**src/core/aalo_pkg.sv**
```systemverilog
/*
  aalo_pkg: shared constants and the operation enumeration for the
  add and logic datapath slice.
  assumes: included before any aalo module; nothing is imported.
*/
package aalo_pkg;

  localparam int unsigned DATA_W   = 8;
  localparam int unsigned NIB_W    = 4;

  localparam logic [7:0] WREG_RST  = 8'h00;
  localparam logic [7:0] ZERO_BYTE = 8'h00;
  localparam logic       FLAG_RST  = 1'b0;

  localparam int unsigned OP_CYCLES = 1;

  typedef enum logic [2:0] {
    OP_NONE,
    OP_ADD_MEM,
    OP_AND_ACC,
    OP_AND_IMM,
    OP_AND_MEM
  } aalo_op_t;

endpackage

```
**src/core/aalo_alu.sv**
```systemverilog
/*
  aalo_alu: combinational result and flag compute for the add and
  the three bitwise AND forms.
  assumes: operands are stable in the cycle the operation is issued.
*/
`timescale 1ns/1ns
module aalo_alu (
  // operands
  input  wire logic [7:0] opA,
  input  wire logic [7:0] opB,
  input  wire logic       doAdd,
  // results
  output logic      [7:0] result,
  output logic            zeroOut,
  output logic            carryOut,
  output logic            halfCarryOut,
  output logic            overflowOut
);

  logic [8:0] sum;
  logic [4:0] lowSum;

  always_comb begin
    sum          = {1'b0, opA} + {1'b0, opB};
    lowSum       = {1'b0, opA[3:0]} + {1'b0, opB[3:0]};
    if (doAdd) begin
      result     = sum[7:0];
    end else begin
      result     = opA & opB;
    end
    zeroOut      = (result == aalo_pkg::ZERO_BYTE);
    carryOut     = sum[8];
    halfCarryOut = lowSum[4];
    // signed overflow: same operand signs, different result sign
    overflowOut  = (opA[7] == opB[7]) && (sum[7] != opA[7]);
  end

endmodule

```
**src/core/aalo_core.sv**
```systemverilog
/*
  aalo_core: execute slice for add-to-memory and the three AND forms.
  holds the working register and the status flags; memory write-back
  is a one-cycle strobe with data.
  assumes: the decoder issues one operation per cycle with the addressed
  memory byte already read onto memRdData; addressing is outside.
  there is no forwarding here: when the next operation reads the byte
  just written, the memory side must hand memWrData back on memRdData.
  operation codes past the last named one behave as an idle cycle,
  apart from an external working register load.
*/
`timescale 1ns/1ns

// Behaviour
// - add to memory writes working register plus memory byte back and updates overflow, zero, half-carry and carry.
// - AND with memory puts working register AND memory byte into the working register.
// - AND with memory changes only the zero flag.
// - AND with immediate puts working register AND immediate into the working register.
// - AND with immediate changes only the zero flag, set when the result is all zeros.
// - AND to memory writes memory byte AND working register back to memory, working register untouched.
module aalo_core (
  // clock and reset
  input  wire logic              clock,
  input  wire logic              rstn,
  // operation issue
  input  wire aalo_pkg::aalo_op_t opIn,
  input  wire logic        [7:0] immData,
  input  wire logic        [7:0] memRdData,
  // working register load from other instructions
  input  wire logic              wregLoad,
  input  wire logic        [7:0] wregLoadData,
  // memory write-back
  output logic                   memWrEn,
  output logic             [7:0] memWrData,
  // architectural state
  output logic             [7:0] workingRegister,
  output logic                   zeroFlag,
  output logic                   carryFlag,
  output logic                   halfCarryFlag,
  output logic                   overflowFlag,
  output logic                   opDone
);

  logic [7:0] wreg_ff;
  logic       zero_ff;
  logic       carry_ff;
  logic       halfCarry_ff;
  logic       overflow_ff;
  logic       memWrEn_ff;
  logic [7:0] memWrData_ff;
  logic       done_ff;

  logic [7:0] operandB;
  logic       isAdd;
  logic [7:0] aluResult;
  logic       aluZero;
  logic       aluCarry;
  logic       aluHalf;
  logic       aluOver;

  // op writes its result back to the addressed byte
  function automatic logic writesMem(input aalo_pkg::aalo_op_t op);
    writesMem = (op == aalo_pkg::OP_ADD_MEM) || (op == aalo_pkg::OP_AND_MEM);
  endfunction

  // op owns the working register this cycle, so a load in that cycle is dropped
  function automatic logic ownsWreg(input aalo_pkg::aalo_op_t op);
    ownsWreg = (op == aalo_pkg::OP_AND_ACC) || (op == aalo_pkg::OP_AND_IMM);
  endfunction

  // op moves the arithmetic flags; only the add does
  function automatic logic movesArith(input aalo_pkg::aalo_op_t op);
    movesArith = (op == aalo_pkg::OP_ADD_MEM);
  endfunction

  // op produces a byte result whose zero test is kept
  function automatic logic movesZero(input aalo_pkg::aalo_op_t op);
    movesZero = writesMem(op) || ownsWreg(op);
  endfunction

  // only the immediate form takes its second operand from the instruction
  always_comb begin
    isAdd = (opIn == aalo_pkg::OP_ADD_MEM);
    if (opIn == aalo_pkg::OP_AND_IMM) begin
      operandB = immData;
    end else begin
      operandB = memRdData;
    end
  end

  aalo_alu u_alu (
    .opA          (wreg_ff),
    .opB          (operandB),
    .doAdd        (isAdd),
    .result       (aluResult),
    .zeroOut      (aluZero),
    .carryOut     (aluCarry),
    .halfCarryOut (aluHalf),
    .overflowOut  (aluOver)
  );

  // working register; an issued AND-with-memory or AND-with-immediate takes priority over an external load
  always_ff @(posedge clock) begin
    if (!rstn) begin
      wreg_ff <= aalo_pkg::WREG_RST;
    end else begin
      case (opIn)
        aalo_pkg::OP_AND_ACC: begin
          wreg_ff <= aluResult;
        end
        aalo_pkg::OP_AND_IMM: begin
          wreg_ff <= aluResult;
        end
        default: begin
          // the AND-to-memory form leaves the register alone
          if (wregLoad && !ownsWreg(opIn)) begin
            wreg_ff <= wregLoadData;
          end else begin
            wreg_ff <= wreg_ff;
          end
        end
      endcase
    end
  end

  // zero flag follows every form handled here
  always_ff @(posedge clock) begin
    if (!rstn) begin
      zero_ff <= aalo_pkg::FLAG_RST;
    end else begin
      case (opIn)
        aalo_pkg::OP_ADD_MEM: begin
          zero_ff <= aluZero;
        end
        aalo_pkg::OP_AND_ACC: begin
          zero_ff <= aluZero;
        end
        aalo_pkg::OP_AND_IMM: begin
          zero_ff <= aluZero;
        end
        aalo_pkg::OP_AND_MEM: begin
          zero_ff <= aluZero;
        end
        default: begin
          zero_ff <= zero_ff;
        end
      endcase
    end
  end

  // arithmetic flags move only on the add; AND forms hold them
  always_ff @(posedge clock) begin
    if (!rstn) begin
      carry_ff <= aalo_pkg::FLAG_RST;
    end else if (movesArith(opIn)) begin
      carry_ff <= aluCarry;
    end else begin
      carry_ff <= carry_ff;
    end
  end

  always_ff @(posedge clock) begin
    if (!rstn) begin
      halfCarry_ff <= aalo_pkg::FLAG_RST;
    end else if (movesArith(opIn)) begin
      halfCarry_ff <= aluHalf;
    end else begin
      halfCarry_ff <= halfCarry_ff;
    end
  end

  always_ff @(posedge clock) begin
    if (!rstn) begin
      overflow_ff <= aalo_pkg::FLAG_RST;
    end else if (movesArith(opIn)) begin
      overflow_ff <= aluOver;
    end else begin
      overflow_ff <= overflow_ff;
    end
  end

  // memory write-back strobe, one cycle after issue
  always_ff @(posedge clock) begin
    if (!rstn) begin
      memWrEn_ff <= 1'b0;
    end else begin
      memWrEn_ff <= writesMem(opIn);
    end
  end

  // write data holds between writes so the memory side may sample late
  always_ff @(posedge clock) begin
    if (!rstn) begin
      memWrData_ff <= aalo_pkg::ZERO_BYTE;
    end else if (writesMem(opIn)) begin
      memWrData_ff <= aluResult;
    end else begin
      memWrData_ff <= memWrData_ff;
    end
  end

  // every form completes in a single cycle, so done is a plain echo of issue
  always_ff @(posedge clock) begin
    if (!rstn) begin
      done_ff <= 1'b0;
    end else begin
      // unnamed codes are idle, so done tracks the named forms only
      done_ff <= movesZero(opIn);
    end
  end

  assign memWrEn         = memWrEn_ff;
  assign memWrData       = memWrData_ff;
  assign workingRegister = wreg_ff;
  assign zeroFlag        = zero_ff;
  assign carryFlag       = carry_ff;
  assign halfCarryFlag   = halfCarry_ff;
  assign overflowFlag    = overflow_ff;
  assign opDone          = done_ff;

endmodule

```
**config.mk**
```make
export PLATFORM = sky130hd
export DESIGN_NAME = aalo_core
export DESIGN_NICKNAME = d
export VERILOG_FILES = /design/src/core/aalo_pkg.sv /design/src/core/aalo_alu.sv /design/src/core/aalo_core.sv
export SDC_FILE = /design/constraint.sdc
export NUM_CORES = 1
export LEC_CHECK = 0
export BUFFER_PORTS_ARGS = -buffer_cell sky130_fd_sc_hd__buf_2
export CORE_MARGIN = 2
export CORE_UTILIZATION = 49
export DETAILED_ROUTE_END_ITERATION = 10
export PLACE_DENSITY = 0.79
export SYNTH_ARGS = -nofsm -noshare
export SYNTH_HDL_FRONTEND = slang
export SYNTH_SLANG_ARGS = --single-unit
```
**constraint.sdc**
```tcl
create_clock -name clock -period 3.5 [get_ports clock]
set_input_delay 0.525 -clock clock [delete_from_list [all_inputs] [get_ports clock]]
set_output_delay 0.525 -clock clock [all_outputs]
set_load 0.02 [all_outputs]
```
After elaboration in Yosys (flattened, before gate mapping)
Cells that the tools add are included.

Register bits after elaboration: 22. Input port bits: 30. Word-level logic and storage cells: 31.

$add $sub $neg: 2. Equal/unequal tests: 6. Multiplexer cells: 4. Bitwise logic cells: 1. Reduce and logical (&&, ||, !) cells: 10.

Operators with widths (count): $mux 8 (4); $add 8x8->9 (1); $and 8x8->8 (1); $logic_not 8->1 (1); $eq 3x2->1 const B (2); $add 4x4->5 (1); $reduce_or 4->1 (1); $eq 3x1->1 const B (1); $eq 3x3->1 const B (1); $logic_or 1x1->1 (3); $logic_and 1x1->1 (2); $reduce_bool 2->1 (1); $reduce_or 2->1 (1); $eq 1x1->1 (1); $logic_not 1->1 (1); $ne 1x1->1 (1).

Logic depth before layout (Yosys ltp)
Gate-level depths: netlist of the first run.

Depth after elaboration: 6. Depth in mapped cells: 13. Gate-level depth less buffers: 13.

Hierarchy
From an unflattened synthesis of the first run, not the netlist that was laid out.

Cells, all modules: 177. Area, all modules: 1600.3 µm².

Modules (own cells, without submodules): aalo_core (instances 1, cells an instance 103, area each 1042.2 µm², seq. area each 440.4 µm²); aalo_alu (instances 1, cells an instance 74, area each 558.0 µm², seq. area each 0.0 µm²).

Worst setup path after synthesis of the first run
Ideal clock, no wire load.

Path kind: input port to flip-flop. From: in opIn[1]. To: reg zero_ff (netlist: zeroFlag). Data arrival time: 2.668 ns. Required time: 3.431 ns. Slack: 0.763 ns. Stages on the path: 13. Path buffers: 0. Cells stage by stage: inv_1 > nor2_1 > nand2_1 > mux2_2 > ha_1 > inv_1 > fa_1 > nand2b_1 > a21oi_1 > mux2i_1 > a21oi_1 > a21o_1 > o21ai_1.

Cells in the longest elaborated chain, start to end: 5. Elaborated cells between the ends (all ways): 10.

RTL lines: from (decl) (line aalo_core.sv:26) `input wire aalo_pkg::aalo_op_t opIn,`; $eq 3x2->1 (line aalo_core.sv:84, aalo_core.sv:131); $mux 8 (line aalo_core.sv:84) `if (opIn == aalo_pkg::OP_AND_IMM) begin`; $add 8x8->9 / $and 8x8->8 (equally long branches) (line aalo_alu.sv:24, aalo_alu.sv:29); $mux 8 (line aalo_alu.sv:26) `if (doAdd) begin`; $logic_not 8->1 (line aalo_alu.sv:31) `zeroOut = (result == aalo_pkg::ZERO_BYTE);`; to (signal assigned) (line aalo_core.sv:129) `zero_ff <= aalo_pkg::FLAG_RST;`; to (signal assigned) (line aalo_core.sv:133) `zero_ff <= aluZero;`; to (signal assigned) (line aalo_core.sv:136) `zero_ff <= aluZero;`; to (decl) (line aalo_core.sv:45) `logic zero_ff;`.

Parallel ways exist; a longest one is shown, timed or not. A chain may end at the register's enable or synchronous reset.

Final worst setup path of the first run
Same ends and word-level chain as after synthesis.

==> impl_metrics.json, run 1 <==
{
  "status": "complete, no violations",
  "total_power_uw": 637,
  "slew_headroom": 0.587,
  "clk_pin_slew_ns": 0.12,
  "wl_per_cell_um": 13.2,
  "gp_congestion": 0.894,
  "io_buffers": 51,
  "power.density_nw_per_um2": 367,
  "finalNetCount": 252,
  "setup_viol": 0,
  "start_kind": "primary input",
  "grt_pass1_wl_um": 5260,
  "peakVddDrop_uv": 271,
  "postCtsSetupBuffers": 0,
  "dieHeight_um": 58.2,
  "viasPerCell": 5.49,
  "synth_cell_types": 37,
  "cts_tree": "built",
  "worst-path-buf-inv": 3,
  "p_leak_nw": 0.934,
  "finalCritPeriodShare": 0.806,
  "grt_pass1_vias": 1188,
  "clk_path_buf_depth": 2,
  "cp_cell_sequence": "buf_2 > inv_1 > nor2_1 > nand2_1 > mux2_2 > ha_1 > inv_1 > fa_1 > nand2b_1 > a21oi_1 > mux2i_1 > a21oi_1 > a21o_1 > o21ai_1",
  "antenna_left": 0,
  "hold_viol_final": 0,
  "fin_area_um2": 1740,
  "synth_seq_area_share": 0.306,
  "first_pass_iters": 4,
  "drive_gt1_frac": 0.316,
  "hp-class": "flop to flop",
  "syn_nets": 205,
  "crit_fanout": 8,
  "hold_buffers": 0,
  "grt.total_usage": 0.197,
  "fmax_mhz": 354,
  "ys_warn_count": 0,
  "dieArea_um2": 3390,
  "final_max_slew_viol_count": 0,
  "syn_to_final_growth_pct": 20.5,
  "initial_utilization": 0.518,
  "crit_type": "primary input to flop",
  "finClkSkew_ns": 0.00406,
  "post_cts_resized": 0,
  "cp.required_ns": 3.76,
  "maxCapViolCount": 0,
  "endpoint_kind": "flop",
  "clock_latency_ns": 0.32,
  "num_rows": 19,
  "avgSynthCellArea_um2": 8.68,
  "rsz0062_at_grt": "false",
  "cts-htree-levels": 1,
  "slowest_stage": "fa_1",
  "gr-total-overflow": 0,
  "placedCellCount": 239,
  "synth_area_um2": 1440,
  "r2r-start": "workingRegister[0]$_SDFFE_PN0P_",
  "numClockSinks": 22,
  "instances_no_fill": 243,
  "die_w_um": 58.2,
  "wl_um": 3220,
  "vias": 1335,
  "cpLargestDelayFamily": "adder cells",
  "grt_max_degree": 23,
  "syn_inst": 166,
  "fin_util": 0.624,
  "setup.worst_path.start": "opIn[1]",
  "min_from": "zeroFlag$_SDFFE_PN0P_",
  "finalCriticalPeriod_ns": 2.82,
  "cp.arrival_ns": 3.08,
  "drcViolationCount": 0,
  "dp_hpwl_um": 2420,
  "worst_pin_slew_ns": 0.618,
  "num_io_pins": 52,
  "antenna_found_initial": 0,
  "cts_buffers": 3,
  "diodes": 0,
  "cts_root_buf": "clkbuf_4",
  "drtIter0Drc": 48,
  "placed_area_um2": 1700,
  "fin_tns_setup_ns": 0,
  "yosys_register_bits": 22,
  "core_area_um2": 2780,
  "slowest_delay_ns": 0.39
}
## final timing paths
path	end	slack [ns]	depth (start not counted)
setup / recovery	zeroFlag$_SDFFE_PN0P_	0.68	14
hold / removal	zeroFlag$_SDFFE_PN0P_	0.49	2
setup reg to reg	zeroFlag$_SDFFE_PN0P_	1.36	9
hold reg to reg	zeroFlag$_SDFFE_PN0P_	0.49	2
## registers in the layout, summed over array words and instances (netlist names)
name,flops
memWrEn,1
opDone,1
halfCarryFlag,1
workingRegister,8
memWrData,8
overflowFlag,1
zeroFlag,1
carryFlag,1
## metrics by stage
stage / setup WS [ns] / hold slack [ns]
2_1_floorplan: 0.763 / 0.539
3_3_place_gp: 0.456 / 0.469
3_5_place_dp: 0.310 / 0.467
4_1_cts: 0.653 / 0.488
5_1_grt: 0.459 / 0.506
6_report: 0.678 / 0.487
## cells in the final DEF (no fill, tap or decap), drive strengths merged, types with 6 or more instances in the layout
| master | instances |
|---|---|
| buf | 51 |
| nand2 | 23 |
| dfxtp | 22 |
| nor2 | 16 |
| o211a | 12 |
| mux2 | 8 |
| mux2i | 8 |
| ha | 8 |
| o21ai | 8 |
| inv | 6 |
| a21oi | 6 |
## Yosys cell counts
cell	instances	share of area
nand2_1	23	0.060
dfxtp_1	22	0.31
nor2_1	15	0.039
o211a_1	12	0.083
ha_1	8	0.070
mux2_2	8	0.063
mux2i_1	8	0.056
clkbuf_1	7	0.018
o21ai_0	7	0.024
a21oi_1	6	0.021
inv_1	6	0.016
o211ai_1	4	0.021
xor2_1	4	0.024
a31oi_1	3	0.013
and2_1	3	0.013
nor3b_1	3	0.016
o21a_1	3	0.016
a21o_1	2	0.010
nand2b_1	2	0.0087
nor3_1	2	0.0070
xnor2_1	2	0.012
a211oi_2	1	0.0087
a31oi_4	1	0.015
buf_1	1	0.0026
buf_2	1	0.0035
fa_1	1	0.014
nand4_1	1	0.0043
nor2_2	1	0.0043
nor2b_1	1	0.0043
o2111ai_1	1	0.0061
o21ai_1	1	0.0035
o311a_1	1	0.0070
o31a_1	1	0.0061
o31ai_1	1	0.0052
o31ai_2	1	0.0087
o41ai_1	1	0.0061
or4_1	1	0.0052
## cells by family after synthesis
group	share of synthesized area
simple gates	0.162
compound gates	0.255
flops	0.306
mux	0.118
buf+inv	0.0400
fa+ha+maj	0.0834
xor+xnor	0.0365
## tightest hold or removal path, stage by stage, from the launching register on
cell and delay, ns:
dfxtp_1 0.33, nand4_1 0.07, o21ai_1 0.06
## metal layers
layer  global-route usage  routed length [µm]  vias to the layer above
li1                     -                   -                      689
met1                0.284                1650                      600
met2                0.307                1350                       41
met3               0.0246                 171                        5
met4               0.0598                  43                        0
met5                    0                   0                        -
## area by class of cell
cell class | count | area, µm²
well taps | 31 | 38.8
inverters | 6 | 22.5
multi-input cells | 129 | 942
clock buffers | 4 | 36.3
flip-flops and latches | 22 | 440
repair buffers | 51 | 255
fillers | 246 | 1050
## where the power goes
group	leakage (nW)	switching (mW)	total (mW)	internal, mW
sequential	0.181	0.0106	0.280	0.269
combinational	0.731	0.123	0.213	0.0900
clock	0.0210	0.0814	0.145	0.0637
Note: power is estimated with default switching activity, not from simulation.
==> run 2, diff against run 1 <==
clock period = 2.65 ns   (was 3.5 ns; I/O delays follow)
==> run 2 against run 1 <==
  * Sequential power increased by 32%
  * Clock skew decreased by 0.0028 ns
  * Final cell count up 7.4%
  * Setup slack worse by 0.48 ns
  * Highest routed layer unchanged
==> impl_metrics.json, run 2 (same netlist as run 1, synthesis figures left out) <==
{
  "grt_max_degree": 23,
  "cts_tree": "built",
  "cp.arrival_ns": 2.67,
  "endpoint_kind": "flop",
  "gr-total-overflow": 0,
  "finalHoldWorstSlack_ns": 0.424,
  "grt_pass1_wl_um": 5940,
  "core_area_um2": 2780,
  "finalCriticalPeriod_ns": 2.45,
  "final_cell_mix": "51 x buf_2, 23 x nand2_1, 22 x dfxtp_1",
  "final_max_slew_viol_count": 0,
  "worst_pin_slew_ns": 0.650,
  "total_power_uw": 869,
  "crit_fanout": 4,
  "antenna_left": 0,
  "drive_gt1_frac": 0.370,
  "num_rows": 19,
  "clock_latency_ns": 0.31,
  "num_io_pins": 52,
  "grt_pass1_vias": 1394,
  "setup_ws_ns": 0.195,
  "fin_util": 0.673,
  "clk_pin_slew_ns": 0.12,
  "grt.total_usage": 0.223,
  "hold_viol_final": 0,
  "placed_area_um2": 1830,
  "placedCellCount": 257,
  "wl_um": 3560,
  "setup_viol": 0,
  "cp.required_ns": 2.86,
  "peakVddDrop_uv": 370,
  "start_kind": "primary input",
  "dieHeight_um": 58.2,
  "slowest_delay_ns": 0.32,
  "intPower_uw": 580,
  "dieArea_um2": 3390,
  "layout_commonest_cell": "buf_2",
  "finClkSkew_ns": 0.00122,
  "diodes": 0,
  "fin_area_um2": 1870,
  "worst-path-buf-inv": 4,
  "cp_cell_sequence": "buf_2 > inv_1 > nor2_1 > nand2_1 > buf_4 > mux2_2 > ha_1 > nand2_1 > o31ai_2 > buf_4 > xor2_1 > nor2_1 > o2111ai_1 > o21ai_1",
  "pre_cts_ws_ns": -0.123,
  "cts_buffers": 3,
  "finalNetCount": 270,
  "seqPwrFrac": 0.426,
  "crit_type": "primary input to flop",
  "postCtsSetupBuffers": 0,
  "io_buffers": 51,
  "viasPerCell": 5.43,
  "dp_hpwl_um": 2780,
  "syn_to_final_growth_pct": 29.9,
  "cpLargestDelayFamily": "compound AO/OA/AOI/OAI gates",
  "r2r-start": "workingRegister[0]$_SDFFE_PN0P_",
  "gp_congestion": 0.885,
  "finalCritPeriodShare": 0.926,
  "initial_utilization": 0.518,
  "slowest_stage": "ha_1",
  "numClockSinks": 22,
  "cts_root_buf": "clkbuf_4",
  "slew_headroom": 0.567,
  "setup.worst_path.start": "opIn[1]",
  "min_from": "opIn[1]",
  "maxCapViolCount": 0,
  "pwr-share-comb": 0.358,
  "antenna_found_initial": 0,
  "power.density_nw_per_um2": 465,
  "clkPwrFrac": 0.216,
  "first_pass_iters": 4,
  "hp-class": "primary input to flop",
  "drtIter0Drc": 73,
  "cts-htree-levels": 1,
  "hold_buffers": 0,
  "status": "complete, no violations",
  "instances_no_fill": 261,
  "fin_tns_setup_ns": 0,
  "drcViolationCount": 0,
  "p_leak_nw": 1.02,
  "die_w_um": 58.2,
  "switchingPower_uw": 289,
  "wl_per_cell_um": 13.6,
  "clk_path_buf_depth": 2,
  "vias": 1416,
  "fmax_mhz": 407,
  "rsz0062_at_grt": "false",
  "p_sw_frac": 0.333,
  "post_cts_resized": 0
}
## run 2: cell types whose count changed in the layout (fill, tap and decap cells not counted)
cell   change
buf_4     +18
## run 2: worst register-to-register path, cell delays in order, from the launching register on
cell	delay, ns
dfxtp_1	0.37
ha_1	0.18
inv_1	0.07
fa_1	0.39
nand2b_1	0.18
a21oi_1	0.21
buf_4	0.16
o31a_1	0.17
o2111ai_1	0.12
o21ai_1	0.15
## run 2: final cells by class
cell class / instances / area, µm²
clock buffers: 4 / 36.3
fillers: 244 / 911
inverters: 6 / 22.5
multi-input cells: 129 / 942
flip-flops and latches: 22 / 440
well taps: 31 / 38.8
repair buffers: 69 / 390
## run 2: final timing paths
path | to | slack, ns | cells after the start
min | workingRegister[2]$_SDFFE_PN0P_ | 0.42 | 3
min reg2reg | zeroFlag$_SDFFE_PN0P_ | 0.48 | 2
max reg2reg | zeroFlag$_SDFFE_PN0P_ | 0.60 | 9
max | zeroFlag$_SDFFE_PN0P_ | 0.20 | 14
## run 2: per-layer routing
layer,vias to the layer above,GRT usage,part of all wire
li1,728,-,-
met1,640,0.303,0.49
met2,43,0.370,0.45
met3,5,0.0246,0.049
met4,0,0.0731,0.013
met5,-,0,0
## run 2: power by group through the flow
stage / clock network (mW) / logic (mW) / registers (mW)
after global placement: 0 / 0.303 / 0.377
after CTS: 0.194 / 0.311 / 0.370
final: 0.188 / 0.311 / 0.370
after global routing: 0.203 / 0.342 / 0.373
after detailed placement: 0 / 0.308 / 0.378
after floorplan: 0 / 0.172 / 0.407
